## config.mk

```make
export PLATFORM = sky130hd
export DESIGN_NAME = sad_decoder
export DESIGN_NICKNAME = d
export VERILOG_FILES = /design/src/logic/sad_pkg.sv /design/src/logic/sad_periph_if.sv /design/src/logic/sad_periph_decode.sv /design/src/logic/sad_decoder.sv
export VERILOG_INCLUDE_DIRS = /design/src /design/src/logic
export SDC_FILE = /design/constraint.sdc
export NUM_CORES = 1
export LEC_CHECK = 0
export BUFFER_PORTS_ARGS = -buffer_cell sky130_fd_sc_hd__buf_2
export CELL_PAD_IN_SITES_DETAIL_PLACEMENT = 0
export CELL_PAD_IN_SITES_GLOBAL_PLACEMENT = 1
export CORE_UTILIZATION = 28
export DETAILED_ROUTE_END_ITERATION = 6
export PLACE_DENSITY_LB_ADDON = 0.3
export SYNTH_ARGS = -nofsm -noshare
export SYNTH_HDL_FRONTEND = slang
export SYNTH_SLANG_ARGS = --single-unit
```

## constraint.sdc

```tcl
create_clock -name sys_clk -period 3.8 [get_ports sys_clk]
set_input_delay 0.57 -clock sys_clk [delete_from_list [all_inputs] [get_ports sys_clk]]
set_output_delay 0.57 -clock sys_clk [all_outputs]
set_load 0.03 [all_outputs]
```

## src/logic/sad_regs.svh

```systemverilog
// Address map constants and timing counts for the system address decoder
`ifndef SAD_REGS_SVH
`define SAD_REGS_SVH

// Ends of the signed address space and boot entry
`define SAD_MOST_NEGATIVE_ADDRESS 32'h8000_0000
`define SAD_MOST_POSITIVE_ADDRESS 32'h7fff_ffff
`define SAD_BOOT_FETCH_POINT 32'h7fff_fffe
`define SAD_BOOT_JUMP_REACH 32'h0000_0100

// Bank boundaries; bank index is the top two bits with the sign flipped
`define SAD_BANK_FLIP 2'h2
`define SAD_BANK1_BASE 32'hc000_0000
`define SAD_BANK3_BASE 32'h4000_0000

// Memories
`define SAD_SRAM_SIZE 32'h0001_0000
`define SAD_ROM_BASE 32'h7ffe_0000
`define SAD_EXT_RAM_BASE 32'h8100_0000

// Processor-private words below the user area
`define SAD_USER_MEMORY_BASE 32'h8000_0140
`define SAD_TRAP_AREA_BASE 32'h8000_0040
`define SAD_LOW_TRAP_BASE 32'h8000_00c0
`define SAD_LAST_TRAP_STRUCT 32'h8000_0130
`define SAD_DSP_CHANNEL_WORD 32'h8000_0014

// Peripheral region and slot bases
`define SAD_PERIPH_TOP 32'h3fff_ffff
`define SAD_EMI_BASE 32'h0000_2000
`define SAD_DIAG_BASE 32'h0000_3000
`define SAD_LOW_RESERVED_BASE 32'h0000_4000
`define SAD_INTC_BASE 32'h2000_0000
`define SAD_ILC_BASE 32'h2000_1000
`define SAD_RTC_BASE 32'h2000_2000
`define SAD_FIRST_UART_BASE 32'h2000_4000
`define SAD_SECOND_UART_BASE 32'h2000_6000
`define SAD_PIO_A_BASE 32'h2000_8000
`define SAD_PIO_B_BASE 32'h2000_a000
`define SAD_DSP_CTRL_BASE 32'h2000_c000
`define SAD_SLOT_BITS 12

// Pins, opcodes and timing
`define SAD_EXT_ADDR_BITS 20
`define SAD_DEV_OPCODE_BASE 16'h2ff0
`define SAD_DEV_OPCODE_LAST 16'h2ff5
`define SAD_DEV_ACCESS_CYCLES 3
`define SAD_STRAP_SETTLE 2'h2

`endif

```

## src/logic/sad_pkg.sv

```systemverilog
// Types shared by the system address decoder modules
`default_nettype none
package sad_pkg;

   // Where a request is sent
   typedef enum logic [1:0] {sad_tgt_sram, sad_tgt_rom, sad_tgt_ext, sad_tgt_periph} sad_target_t;

   // Peripheral slot selected by a device access
   typedef enum logic [3:0] {
      sad_per_none, sad_per_emi, sad_per_diag, sad_per_intc, sad_per_ilc, sad_per_rtc,
      sad_per_first_uart, sad_per_second_uart, sad_per_pio_a, sad_per_pio_b, sad_per_dsp
   } sad_periph_t;

   // Class of a word in the low system area
   typedef enum logic [1:0] {sad_sys_user, sad_sys_reserved, sad_sys_dsp_chan, sad_sys_trap} sad_sys_t;

   // Device access sequence
   typedef enum logic [1:0] {sad_st_idle, sad_st_dev1, sad_st_dev2, sad_st_dev3} sad_state_t;

endpackage
`default_nettype wire

```

## src/logic/sad_periph_if.sv

```systemverilog
// Interface between the decoder and its peripheral slot decoder
`timescale 1ns/1ns
`default_nettype none
interface sad_periph_if;
   logic [31:0] addr;
   logic hit;
   sad_pkg::sad_periph_t slot;
   logic [11:0] offset;
   modport requester (output addr, input hit, input slot, input offset);
   modport decoder (input addr, output hit, output slot, output offset);
endinterface
`default_nettype wire

```

## src/logic/sad_periph_decode.sv

```systemverilog
// Peripheral slot decoder for device accesses
`timescale 1ns/1ns
`default_nettype none
`include "sad_regs.svh"
module sad_periph_decode
(
   sad_periph_if.decoder dec
);

   logic [31:0] block;

   // Slot base is the address with the 4K offset bits cleared
   always_comb
   begin
      block = dec.addr & ~((32'h1 << `SAD_SLOT_BITS) - 32'h1);
      dec.hit = (dec.addr <= `SAD_PERIPH_TOP);
      dec.offset = dec.addr[11:0];
      // Only the first 4K of each base decodes; the rest of the region answers as empty
      case (block)
         `SAD_EMI_BASE: dec.slot = sad_pkg::sad_per_emi;
         `SAD_DIAG_BASE: dec.slot = sad_pkg::sad_per_diag;
         `SAD_INTC_BASE: dec.slot = sad_pkg::sad_per_intc;
         `SAD_ILC_BASE: dec.slot = sad_pkg::sad_per_ilc;
         `SAD_RTC_BASE: dec.slot = sad_pkg::sad_per_rtc;
         `SAD_FIRST_UART_BASE: dec.slot = sad_pkg::sad_per_first_uart;
         `SAD_SECOND_UART_BASE: dec.slot = sad_pkg::sad_per_second_uart;
         `SAD_PIO_A_BASE: dec.slot = sad_pkg::sad_per_pio_a;
         `SAD_PIO_B_BASE: dec.slot = sad_pkg::sad_per_pio_b;
         `SAD_DSP_CTRL_BASE: dec.slot = sad_pkg::sad_per_dsp;
         default: dec.slot = sad_pkg::sad_per_none;
      endcase
   end

endmodule // sad_periph_decode
`default_nettype wire

```

## src/logic/sad_decoder.sv

```systemverilog
// System address decoder: bank, memory, system area and peripheral routing
`timescale 1ns/1ns
`default_nettype none
`include "sad_regs.svh"
module sad_decoder
#(
   parameter int EXT_ADDR_BITS = `SAD_EXT_ADDR_BITS
)
(
   input wire logic sys_clk,
   input wire logic rst,
   input wire logic rom_programmed_pin,
   input wire logic req_valid,
   output logic req_ready,
   input wire logic [31:0] req_addr,
   input wire logic [15:0] req_opcode,
   input wire logic [31:0] req_wdata,
   output logic route_valid,
   output sad_pkg::sad_target_t rt_target,
   output logic [1:0] rt_bank,
   output logic [29:0] rt_word_addr,
   output logic [1:0] rt_byte_sel,
   output logic [EXT_ADDR_BITS-1:0] rt_ext_addr,
   output logic rt_ext_ram,
   output sad_pkg::sad_periph_t rt_periph,
   output logic [11:0] rt_periph_offset,
   output sad_pkg::sad_sys_t rt_sys,
   output logic rt_trap_low,
   output logic [1:0] rt_trap_group,
   output logic rt_trap_trapped,
   output logic periph_sel,
   output logic periph_we,
   output logic [1:0] periph_size,
   output logic [31:0] periph_wdata,
   input wire logic [31:0] periph_rdata,
   output logic resp_valid,
   output logic [31:0] resp_rdata,
   output logic rom_enabled,
   output logic [31:0] boot_fetch_addr,
   output logic [31:0] boot_jump_floor,
   output logic [31:0] user_memory_base
);

   logic take;
   logic dev_op;
   logic dev_write;
   logic [1:0] dev_size;
   logic [31:0] off;
   logic [31:0] trap_off;
   sad_periph_if pif ();

   // Strap capture state
   logic sync1_q, sync1_d, sync2_q, sync2_d;
   logic [1:0] strap_cnt_q, strap_cnt_d;
   logic strap_done_q, strap_done_d;
   logic rom_enabled_q, rom_enabled_d;

   // Route state
   logic route_valid_q, route_valid_d;
   sad_pkg::sad_target_t rt_target_q, rt_target_d;
   logic [1:0] rt_bank_q, rt_bank_d;
   logic [29:0] rt_word_addr_q, rt_word_addr_d;
   logic [1:0] rt_byte_sel_q, rt_byte_sel_d;
   logic [EXT_ADDR_BITS-1:0] rt_ext_addr_q, rt_ext_addr_d;
   logic rt_ext_ram_q, rt_ext_ram_d;
   sad_pkg::sad_periph_t rt_periph_q, rt_periph_d;
   logic [11:0] rt_periph_offset_q, rt_periph_offset_d;
   sad_pkg::sad_sys_t rt_sys_q, rt_sys_d;
   logic rt_trap_low_q, rt_trap_low_d;
   logic [1:0] rt_trap_group_q, rt_trap_group_d;
   logic rt_trap_trapped_q, rt_trap_trapped_d;

   // Device access state
   sad_pkg::sad_state_t state_q, state_d;
   logic dev_write_q, dev_write_d;
   logic periph_sel_q, periph_sel_d;
   logic periph_we_q, periph_we_d;
   logic [1:0] periph_size_q, periph_size_d;
   logic [31:0] periph_wdata_q, periph_wdata_d;
   logic [31:0] rdata_q, rdata_d;

   // Fixed system addresses
   logic [31:0] boot_fetch_q, boot_floor_q, user_base_q;

   // Peripheral slot lookup
   assign pif.addr = req_addr;
   sad_periph_decode u_sad_periph_decode (.dec(pif.decoder));

   // Request decode helpers; device opcodes carry write in bit 0, size in bits 2:1
   assign dev_op = (req_opcode >= `SAD_DEV_OPCODE_BASE) && (req_opcode <= `SAD_DEV_OPCODE_LAST);
   assign dev_write = req_opcode[0];
   assign dev_size = req_opcode[2:1];
   assign off = req_addr ^ `SAD_MOST_NEGATIVE_ADDRESS;
   assign trap_off = off - (`SAD_TRAP_AREA_BASE ^ `SAD_MOST_NEGATIVE_ADDRESS);
   assign take = req_valid && req_ready;

   // No request until the ROM strap is known and no device access is running
   assign req_ready = (state_q == sad_pkg::sad_st_idle) && strap_done_q;

   // ROM strap: pin is synchronised, then caught once after reset release
   always_comb
   begin
      sync1_d = rom_programmed_pin;
      sync2_d = sync1_q;
      strap_cnt_d = strap_cnt_q;
      strap_done_d = strap_done_q;
      rom_enabled_d = rom_enabled_q;
      if (!strap_done_q)
      begin
         if (strap_cnt_q == `SAD_STRAP_SETTLE)
         begin
            rom_enabled_d = sync2_q;
            strap_done_d = 1'b1;
         end
         else
         begin
            strap_cnt_d = strap_cnt_q + 2'h1;
         end
      end
   end

   // Strap registers; ROM counts as disabled until caught
   always_ff @(posedge sys_clk or posedge rst)
   begin
      if (rst)
      begin
         sync1_q <= 1'b0;
         sync2_q <= 1'b0;
         strap_cnt_q <= 2'h0;
         strap_done_q <= 1'b0;
         rom_enabled_q <= 1'b0;
      end
      else
      begin
         sync1_q <= sync1_d;
         sync2_q <= sync2_d;
         strap_cnt_q <= strap_cnt_d;
         strap_done_q <= strap_done_d;
         rom_enabled_q <= rom_enabled_d;
      end
   end

   // Route decision for each taken request; fields hold until the next one
   always_comb
   begin
      route_valid_d = take;
      rt_target_d = rt_target_q;
      rt_bank_d = rt_bank_q;
      rt_word_addr_d = rt_word_addr_q;
      rt_byte_sel_d = rt_byte_sel_q;
      rt_ext_addr_d = rt_ext_addr_q;
      rt_ext_ram_d = rt_ext_ram_q;
      rt_periph_d = rt_periph_q;
      rt_periph_offset_d = rt_periph_offset_q;
      rt_sys_d = rt_sys_q;
      rt_trap_low_d = rt_trap_low_q;
      rt_trap_group_d = rt_trap_group_q;
      rt_trap_trapped_d = rt_trap_trapped_q;
      dev_write_d = dev_write_q;
      if (take)
      begin
         rt_bank_d = req_addr[31:30] ^ `SAD_BANK_FLIP;
         rt_word_addr_d = req_addr[31:2];
         rt_byte_sel_d = req_addr[1:0];
         // Upper bits dropped: memory aliases every 1 Mbyte in each bank
         rt_ext_addr_d = req_addr[EXT_ADDR_BITS-1:0];
         rt_ext_ram_d = (req_addr[31:30] == 2'h2) && (req_addr >= `SAD_EXT_RAM_BASE);
         rt_periph_d = pif.slot;
         rt_periph_offset_d = pif.offset;
         dev_write_d = dev_write;
         // Device opcode decides the peripheral path; ordinary accesses never take it
         if (dev_op && pif.hit)
            rt_target_d = sad_pkg::sad_tgt_periph;
         else if (off < `SAD_SRAM_SIZE)
            rt_target_d = sad_pkg::sad_tgt_sram;
         else if (!req_addr[31] && (req_addr >= `SAD_ROM_BASE) && rom_enabled_q)
            rt_target_d = sad_pkg::sad_tgt_rom;
         else
            rt_target_d = sad_pkg::sad_tgt_ext;
         // Classify the processor-private words below the user base
         rt_trap_low_d = 1'b0;
         rt_trap_group_d = 2'h0;
         rt_trap_trapped_d = 1'b0;
         if (off >= (`SAD_USER_MEMORY_BASE ^ `SAD_MOST_NEGATIVE_ADDRESS))
            rt_sys_d = sad_pkg::sad_sys_user;
         else if (off >= (`SAD_TRAP_AREA_BASE ^ `SAD_MOST_NEGATIVE_ADDRESS))
         begin
            rt_sys_d = sad_pkg::sad_sys_trap;
            rt_trap_low_d = trap_off[7];
            rt_trap_group_d = trap_off[6:5];
            rt_trap_trapped_d = trap_off[4];
         end
         else if ((req_addr & 32'hffff_fffc) == `SAD_DSP_CHANNEL_WORD)
            rt_sys_d = sad_pkg::sad_sys_dsp_chan;
         else
            rt_sys_d = sad_pkg::sad_sys_reserved;
      end
   end

   // Route registers
   always_ff @(posedge sys_clk or posedge rst)
   begin
      if (rst)
      begin
         route_valid_q <= 1'b0;
         rt_target_q <= sad_pkg::sad_tgt_ext;
         rt_bank_q <= 2'h0;
         rt_word_addr_q <= 30'h0;
         rt_byte_sel_q <= 2'h0;
         rt_ext_addr_q <= '0;
         rt_ext_ram_q <= 1'b0;
         rt_periph_q <= sad_pkg::sad_per_none;
         rt_periph_offset_q <= 12'h0;
         rt_sys_q <= sad_pkg::sad_sys_user;
         rt_trap_low_q <= 1'b0;
         rt_trap_group_q <= 2'h0;
         rt_trap_trapped_q <= 1'b0;
         dev_write_q <= 1'b0;
      end
      else
      begin
         route_valid_q <= route_valid_d;
         rt_target_q <= rt_target_d;
         rt_bank_q <= rt_bank_d;
         rt_word_addr_q <= rt_word_addr_d;
         rt_byte_sel_q <= rt_byte_sel_d;
         rt_ext_addr_q <= rt_ext_addr_d;
         rt_ext_ram_q <= rt_ext_ram_d;
         rt_periph_q <= rt_periph_d;
         rt_periph_offset_q <= rt_periph_offset_d;
         rt_sys_q <= rt_sys_d;
         rt_trap_low_q <= rt_trap_low_d;
         rt_trap_group_q <= rt_trap_group_d;
         rt_trap_trapped_q <= rt_trap_trapped_d;
         dev_write_q <= dev_write_d;
      end
   end

   // Device access: strobe in cycle 1, data in cycle 2, answer in cycle 3
   always_comb
   begin
      state_d = state_q;
      periph_sel_d = 1'b0;
      periph_we_d = 1'b0;
      periph_size_d = periph_size_q;
      periph_wdata_d = periph_wdata_q;
      rdata_d = rdata_q;
      unique case (state_q)
         sad_pkg::sad_st_idle:
         begin
            if (take && dev_op && pif.hit)
            begin
               state_d = sad_pkg::sad_st_dev1;
               // Empty slot sees no strobe, so a write there has no effect
               periph_sel_d = (pif.slot != sad_pkg::sad_per_none);
               periph_we_d = dev_write && (pif.slot != sad_pkg::sad_per_none);
               periph_size_d = dev_size;
               periph_wdata_d = req_wdata;
            end
         end
         sad_pkg::sad_st_dev1:
            state_d = sad_pkg::sad_st_dev2;
         sad_pkg::sad_st_dev2:
         begin
            state_d = sad_pkg::sad_st_dev3;
            if (dev_write_q || (rt_periph_q == sad_pkg::sad_per_none))
               rdata_d = 32'h0;
            else if (periph_size_q == 2'h0)
               rdata_d = {24'h0, periph_rdata[7:0]};
            else if (periph_size_q == 2'h1)
               rdata_d = {16'h0, periph_rdata[15:0]};
            else
               rdata_d = periph_rdata;
         end
         sad_pkg::sad_st_dev3:
            state_d = sad_pkg::sad_st_idle;
      endcase
   end

   // Device access registers
   always_ff @(posedge sys_clk or posedge rst)
   begin
      if (rst)
      begin
         state_q <= sad_pkg::sad_st_idle;
         periph_sel_q <= 1'b0;
         periph_we_q <= 1'b0;
         periph_size_q <= 2'h0;
         periph_wdata_q <= 32'h0;
         rdata_q <= 32'h0;
      end
      else
      begin
         state_q <= state_d;
         periph_sel_q <= periph_sel_d;
         periph_we_q <= periph_we_d;
         periph_size_q <= periph_size_d;
         periph_wdata_q <= periph_wdata_d;
         rdata_q <= rdata_d;
      end
   end

   // Fixed addresses for boot and for the user-base query
   always_ff @(posedge sys_clk or posedge rst)
   begin
      if (rst)
      begin
         boot_fetch_q <= `SAD_BOOT_FETCH_POINT;
         boot_floor_q <= `SAD_BOOT_FETCH_POINT - `SAD_BOOT_JUMP_REACH;
         user_base_q <= `SAD_USER_MEMORY_BASE;
      end
      else
      begin
         boot_fetch_q <= boot_fetch_q;
         boot_floor_q <= boot_floor_q;
         user_base_q <= user_base_q;
      end
   end

   // Outputs
   assign route_valid = route_valid_q;
   assign rt_target = rt_target_q;
   assign rt_bank = rt_bank_q;
   assign rt_word_addr = rt_word_addr_q;
   assign rt_byte_sel = rt_byte_sel_q;
   assign rt_ext_addr = rt_ext_addr_q;
   assign rt_ext_ram = rt_ext_ram_q;
   assign rt_periph = rt_periph_q;
   assign rt_periph_offset = rt_periph_offset_q;
   assign rt_sys = rt_sys_q;
   assign rt_trap_low = rt_trap_low_q;
   assign rt_trap_group = rt_trap_group_q;
   assign rt_trap_trapped = rt_trap_trapped_q;
   assign periph_sel = periph_sel_q;
   assign periph_we = periph_we_q;
   assign periph_size = periph_size_q;
   assign periph_wdata = periph_wdata_q;
   assign resp_valid = (state_q == sad_pkg::sad_st_dev3);
   assign resp_rdata = rdata_q;
   assign rom_enabled = rom_enabled_q;
   assign boot_fetch_addr = boot_fetch_q;
   assign boot_jump_floor = boot_floor_q;
   assign user_memory_base = user_base_q;
endmodule // sad_decoder
`default_nettype wire

```

Word level (Yosys, flattened, before mapping)
Cells that the tools add are included.
{ "op_classes": {"mul": 0, "reduce_logical": 19, "n_eq_ne": 18, "addsub": 2, "shift": 0, "n_bitwise": 3, "n_lt_le_gt_ge": 8, "div_mod_pow": 0, "mux": 24} }
{ "op_table": {"columns": ["op", "n"], "rows": [
  ["== test 20 x 18 -> 1 bit (second input constant)", 8],
  ["two-way mux 32 bit", 3],
  ["== test 20 x 2 -> 1 bit (second input constant)", 2],
  ["case mux 4 bit (10 select lines)", 1],
  ["greater-or-equal comparator 32 x 31 -> 1 bit (second input constant)", 1],
  ["greater-or-equal comparator 32 bit (second input constant)", 1],
  ["greater-or-equal comparator 32 x 7 -> 1 bit (second input constant)", 1],
  ["greater-or-equal comparator 32 x 9 -> 1 bit (second input constant)", 1],
  ["<= comparator 32 x 30 -> 1 bit (second input constant)", 1],
  ["less-than comparator 32 x 17 -> 1 bit (second input constant)", 1],
  ["== test 30 bit (second input constant)", 1],
  ["two-way mux 2 bit", 9],
  ["greater-or-equal comparator 16 x 14 -> 1 bit (second input constant)", 1],
  ["<= comparator 16 x 14 -> 1 bit (second input constant)", 1],
  ["logical AND 1 bit", 10],
  ["two-way mux 1 bit", 10],
  ["== test 2 bit (second input constant)", 4],
  ["case mux 2 bit (4 select lines)", 1],
  ["subtractor 8 x 7 -> 8 bit (second input constant)", 1],
  ["AND reduction 2 bit", 3],
  ["== test 2 x 1 -> 1 bit (second input constant)", 2],
  ["zero test 2 bit", 2],
  ["zero test 4 bit", 1],
  ["nonzero test 4 bit", 1],
  ["other kinds (5)", 7]
]} }
{ "word_totals": {"in_bits": 116, "ramBits": 0, "register_bits": 157, "rom_bits": 0, "output_inout_bits": 247, "latch_bits": 0, "mem_count": 0, "wordCells": 99} }

Longest topological paths before layout
{ "depth": {"word_depth": 7, "depth_mapped": 8, "mapped_depth_nobuf": 6} }

Hierarchy
A second synthesis with hierarchy kept.
{ "unflattened": {"hier_cells": 749, "hier_area_um2": 6571.3} }
{ "modules_own_cells": {"columns": ["mod", "cells_each", "area_each_um2", "instances", "seq_area_each_um2"], "rows": [
  ["sad_decoder", 716, 6346.1, 1, 3404.5],
  ["sad_periph_decode", 33, 225.2, 1, 0.0]
]} }

Least setup slack after synthesis
OpenSTA, ideal clock, no wires.
{ "synth_path": {"kind": "reg2reg", "start": "register state_q[0]", "end": "register periph_we_q (netlist: periph_we)", "synth_period_minus_slack_ns": 2.077, "required_ns": 3.705, "setup_time_ns": 0.095, "stages_incl_launch_ff": 7, "arrival_ns": 1.982, "n_path_buf": 0, "slack_ns": 1.723, "cell_sequence": "dfrtp_1 inv_1 ha_1 nand3_2 or4_1 or4_1 nor4b_2"} }
{ "synth_via": {"elab_chain_cells": 7} }
{ "synth_lines": {"columns": ["element", "line", "rtl"], "rows": [
  ["start, declared", "sad_decoder.sv:74", "sad_pkg::sad_state_t state_q, state_d;"],
  ["start signal, assigned", "sad_decoder.sv:285", "state_q <= sad_pkg::sad_st_idle;"],
  ["start signal, assigned", "sad_decoder.sv:294", "state_q <= state_d;"],
  ["zero test 2 bit (*)", "sad_decoder.sv:98, sad_decoder.sv:248", null],
  ["logical AND 1 bit", "sad_decoder.sv:98", "assign req_ready = (state_q == sad_pkg::sad_st_idle) && strap_done_q;"],
  ["logical AND 1 bit", "sad_decoder.sv:95", "assign take = req_valid && req_ready;"],
  ["logical AND 1 bit (2 in a row)", "sad_decoder.sv:251", "if (take && dev_op && pif.hit)"],
  ["two-way mux 1 bit", "sad_decoder.sv:251", null],
  ["two-way mux 1 bit (*)", "sad_decoder.sv:248", "unique case (state_q)"],
  ["via periph_we_d", "sad_decoder.sv:77", "logic periph_we_q, periph_we_d;"],
  ["end signal, assigned", "sad_decoder.sv:296", "periph_we_q <= periph_we_d;"],
  ["end, declared", "sad_decoder.sv:77", null]
]} }
Mark *: on every way through the listed nets, which the timed path passes. The rest lies on a longest branch.
A chain may end at the register's enable or synchronous reset.

Worst setup path in the final report
{ "layout_path": {"start": "register state_q[0]", "end": "register rt_trap_group_q[0] (netlist: rt_trap_group[0])"} }
{ "layout_via": {"elab_chain_cells": 3} }
{ "layout_lines": {"columns": ["element", "line", "rtl"], "rows": [
  ["zero test 2 bit", "sad_decoder.sv:98", null],
  ["logical AND 1 bit", "sad_decoder.sv:98", null],
  ["logical AND 1 bit", "sad_decoder.sv:95", null],
  ["end signal, assigned", "sad_decoder.sv:233", "rt_trap_group_q <= rt_trap_group_d;"],
  ["end, declared", "sad_decoder.sv:70", "logic [1:0] rt_trap_group_q, rt_trap_group_d;"]
]} }
Every way passes these cells.

==> results.md <==
- FF-to-FF path depth: 6
- RSZ-0062 raised after global routing: no
- Hold Path Sink: sync1_q
- DR WL/cell: about 14 um
- Clk sink count: between 100 and 150
- Slowest CP cell: inv_1
- Reg clk slew, reported paths: roughly 60 ps
- HP Class: primary input to flip-flop
- Syn_area_per_cell: 10.7 um^2
- Fin. max-slew vios: 0
- CTS Buffer Depth: 2
- Post-synth EDFFs: 0
- Antenna violations before repair: 1
- GRT Total Usage: between 10% and 20%
- Cts hold-fix bufs: 0
- Flop2flop setup slack: 1220 ps
- Root buffer cell: clkbuf_16
- Total grt overflow: 0
- Die Ht: ~150 um
- Area fraction of the dominant cell type after synthesis: between 50% and 60%
- DIE AREA: roughly 22000 um^2
- Detailed Routing Iterations Pass 1: 6
- Post-synthesis async set-or-reset flop share: 100%
- Number of global-route vias before repair: 4322
- First-pass GRT wire length: around 24000 um
- Fmax: around 0.39 GHz
- Commonest non-fill, non-tap cell in the layout: buf_2
- CP dominant cell by count: inv_1
- Seq pwr share: a little under a third
- Core Area: ~21000 um^2
- Critical path fanouts, max: 32
- Switching share of total power: about two fifths
- Vias per cell: approximately 4.2
- Row cnt: between 50 and 60
- Min Tclk post-route: about 2600 ps
- Slowest cell delay on critical path: 940 ps
- # Max-Cap Violations: 0
- R2R Path Start: state_q[0]
- Hold Path Depth: 1
- Nets: around 900
- Clock power share: approximately 34%
- Post-CTS setup buffer count: 0
- Skew final: 10.6 ps
- Post-CTS sizing: 0
- Cell Chain, Critical Path: inv_1 > ha_1 > nand3_2 > inv_1 > nand2_1 > o31ai_1
- Fin. Hold Viols: 0
- Final worst path period share: about 70%
- Pwr Density: 686 nW/um^2
- TritonCTS clock tree: built
- Num CTS Buffers: 17
- DR iter-0 viols: between 90 and 100
- Crit Reg-Reg Endpoint: rt_trap_group[0]
- Post-Syn Area: roughly 6000 um^2
- Global placement routability congestion: between 0.7 and 0.8
- Worst Hold Launch: rom_programmed_pin
- Setup violators final: 0
- Final Core Density: 36.5%
- I/O pin total: between 300 and 400
- Die width: ~150 um
- Pint: approximately 0.0031 W
- Yosys reg bits: 124
- Area grow syn2layout: 28.1%
- Ys Warns: 0
- Pleak: roughly 4.4 nW
- Ys flop type: dfrtp_1
- Final setup TNS: 0 ps
- Synth area leader: dfrtp_1
- Clk_lat worst skew: 410 ps
- Crit path DAT: around 2900 ps
- Critical Path RT: around 4000 ps
- Maximum vdd drop: 0.000328 V
- Post-synth cell types: 47
- Slew HR: 28.6%
- Final WL: between 15000 and 20000 um
- Hpwl dp: between 10000 and 15000 um
- Net Sw Power: ~0.0021 W
- Crit Path Class: flip-flop to flip-flop
- Worst-Margin Slew: between 1000 and 1500 ps
- Fillers: between 2000 and 2500
- Crit. End Element: flip-flop
- Share of cells above drive strength 1: a little over two fifths
- Synth Instances: about 560
- Startpoint Class: flip-flop
- Starting density of the core: approximately 29%
- Final routed DRC violation total: 0
- Status: finished clean
- Synth top area cells: dfrtp_1, buf_4, mux2_2
- Post-synthesis sequential area ratio: between 50% and 60%
- Commonest non-fill, non-tap cells in the layout: buf_2, dfrtp_1, nand2_1
- Largest net degree at the start of global routing: roughly 130
- IO buf count: ~270
- Logic pwr share: about a third
- Routed via count: ~4500
- Final antenna-violating net count: 0
- Depth of the CTS H-tree: 4
## sequential cells by signal, indices dropped and copies added (netlist names), 4 cells and up
| signal | count |
|---|---|
| periph_wdata | 32 |
| resp_rdata | 32 |
| rt_periph | 4 |
| rt_word_addr | 29 |
## synthesized netlist by cell type (2+ instances only)
library cell,number
nor3_1,4
or4_1,6
conb_1,2
dfrtp_1,123
nand4_1,7
nor4_1,5
nor4_2,2
nand2b_1,3
nor2b_1,5
buf_4,129
nand2_1,105
clkbuf_1,13
nand4b_1,4
a21oi_1,3
nor2_1,8
inv_1,13
a22o_1,32
nand3_1,2
mux2_2,36
ha_1,7
o21a_1,2
o41ai_1,3
o31ai_1,6
o21ai_0,11
buf_2,4
and2_1,2
## cell type report
type,instances,area (um^2),area share (%)
Timing Repair Buffer,271,1380,18.0
Inverter,14,56.3,0.733
Multi-Input combinational cell,367,2150,28.0
Tap cell,275,344,4.48
Clock buffer,20,457,5.94
Clock inverter,12,184,2.39
Sequential cell,124,3100,40.4
Antenna cell,1,2.50,0.0326
## critical path: cells and delay by family, from the launching register on
kind,cells,cell delay (ps)
buf+inv,2,1040
flops,1,380
compound gates,1,260
simple gates,2,550
fa+ha+maj,1,260
## worst max path at each step
stage | to | cells after the start | from
after floorplan | dev_write_q | 1 | rst
after global placement | rt_trap_group[0] | 6 | state_q[0]
after detailed placement | rt_trap_trapped | 6 | state_q[0]
after CTS | rt_trap_group[0] | 6 | state_q[0]
after global routing | rt_trap_group[0] | 6 | state_q[0]
final | rt_trap_group[0] | 6 | state_q[0]
## metrics by stage
stage / hold slack, ps / area (um^2) / power [W] / setup slack (ps) / instances
floorplan: 331 / 6350 / 0.00327 / 1710 / 652
global placement: 336 / 7040 / 0.00354 / 1200 / 1051
detailed placement: 337 / 7040 / 0.00355 / 1100 / 1051
CTS: 235 / 7680 / 0.00535 / 1130 / 1083
global route: 248 / 7680 / 0.00556 / 850 / 1083
finish: 257 / 7680 / 0.00527 / 1220 / 1084
## cell families (layout without fill, tap and decap cells)
logic type	Yosys count	count (layout)	share of synthesized area, %
simple gates	162	162	13.1
compound gates	63	63	8.09
flops	124	124	51.8
buf+inv	161	317	18.2
mux	37	37	6.93
fa+ha+maj	7	7	1.46
xor+xnor	2	2	0.292
other cells	2	97	0.125
## metal layers
| layer | wire (um) | global-route usage (%) | vias to the layer above |
|---|---|---|---|
| met4 | 330 | 6.49 | 0 |
| met5 | 0 | 0 | - |
| met3 | 721 | 3.04 | 18 |
| li1 | - | - | 2144 |
| met2 | 8000 | 24.4 | 190 |
| met1 | 6600 | 16.9 | 2158 |
## power by group through the flow
stage	combinational [W]	sequential (W)	clock, W
floorplan	0.00121	0.00206	0
global placement	0.00185	0.00169	0
detailed placement	0.00185	0.00169	0
CTS	0.00186	0.00167	0.00182
global route	0.00198	0.00170	0.00188
finish	0.00183	0.00167	0.00177
Note: power is estimated with default switching activity, not from simulation.
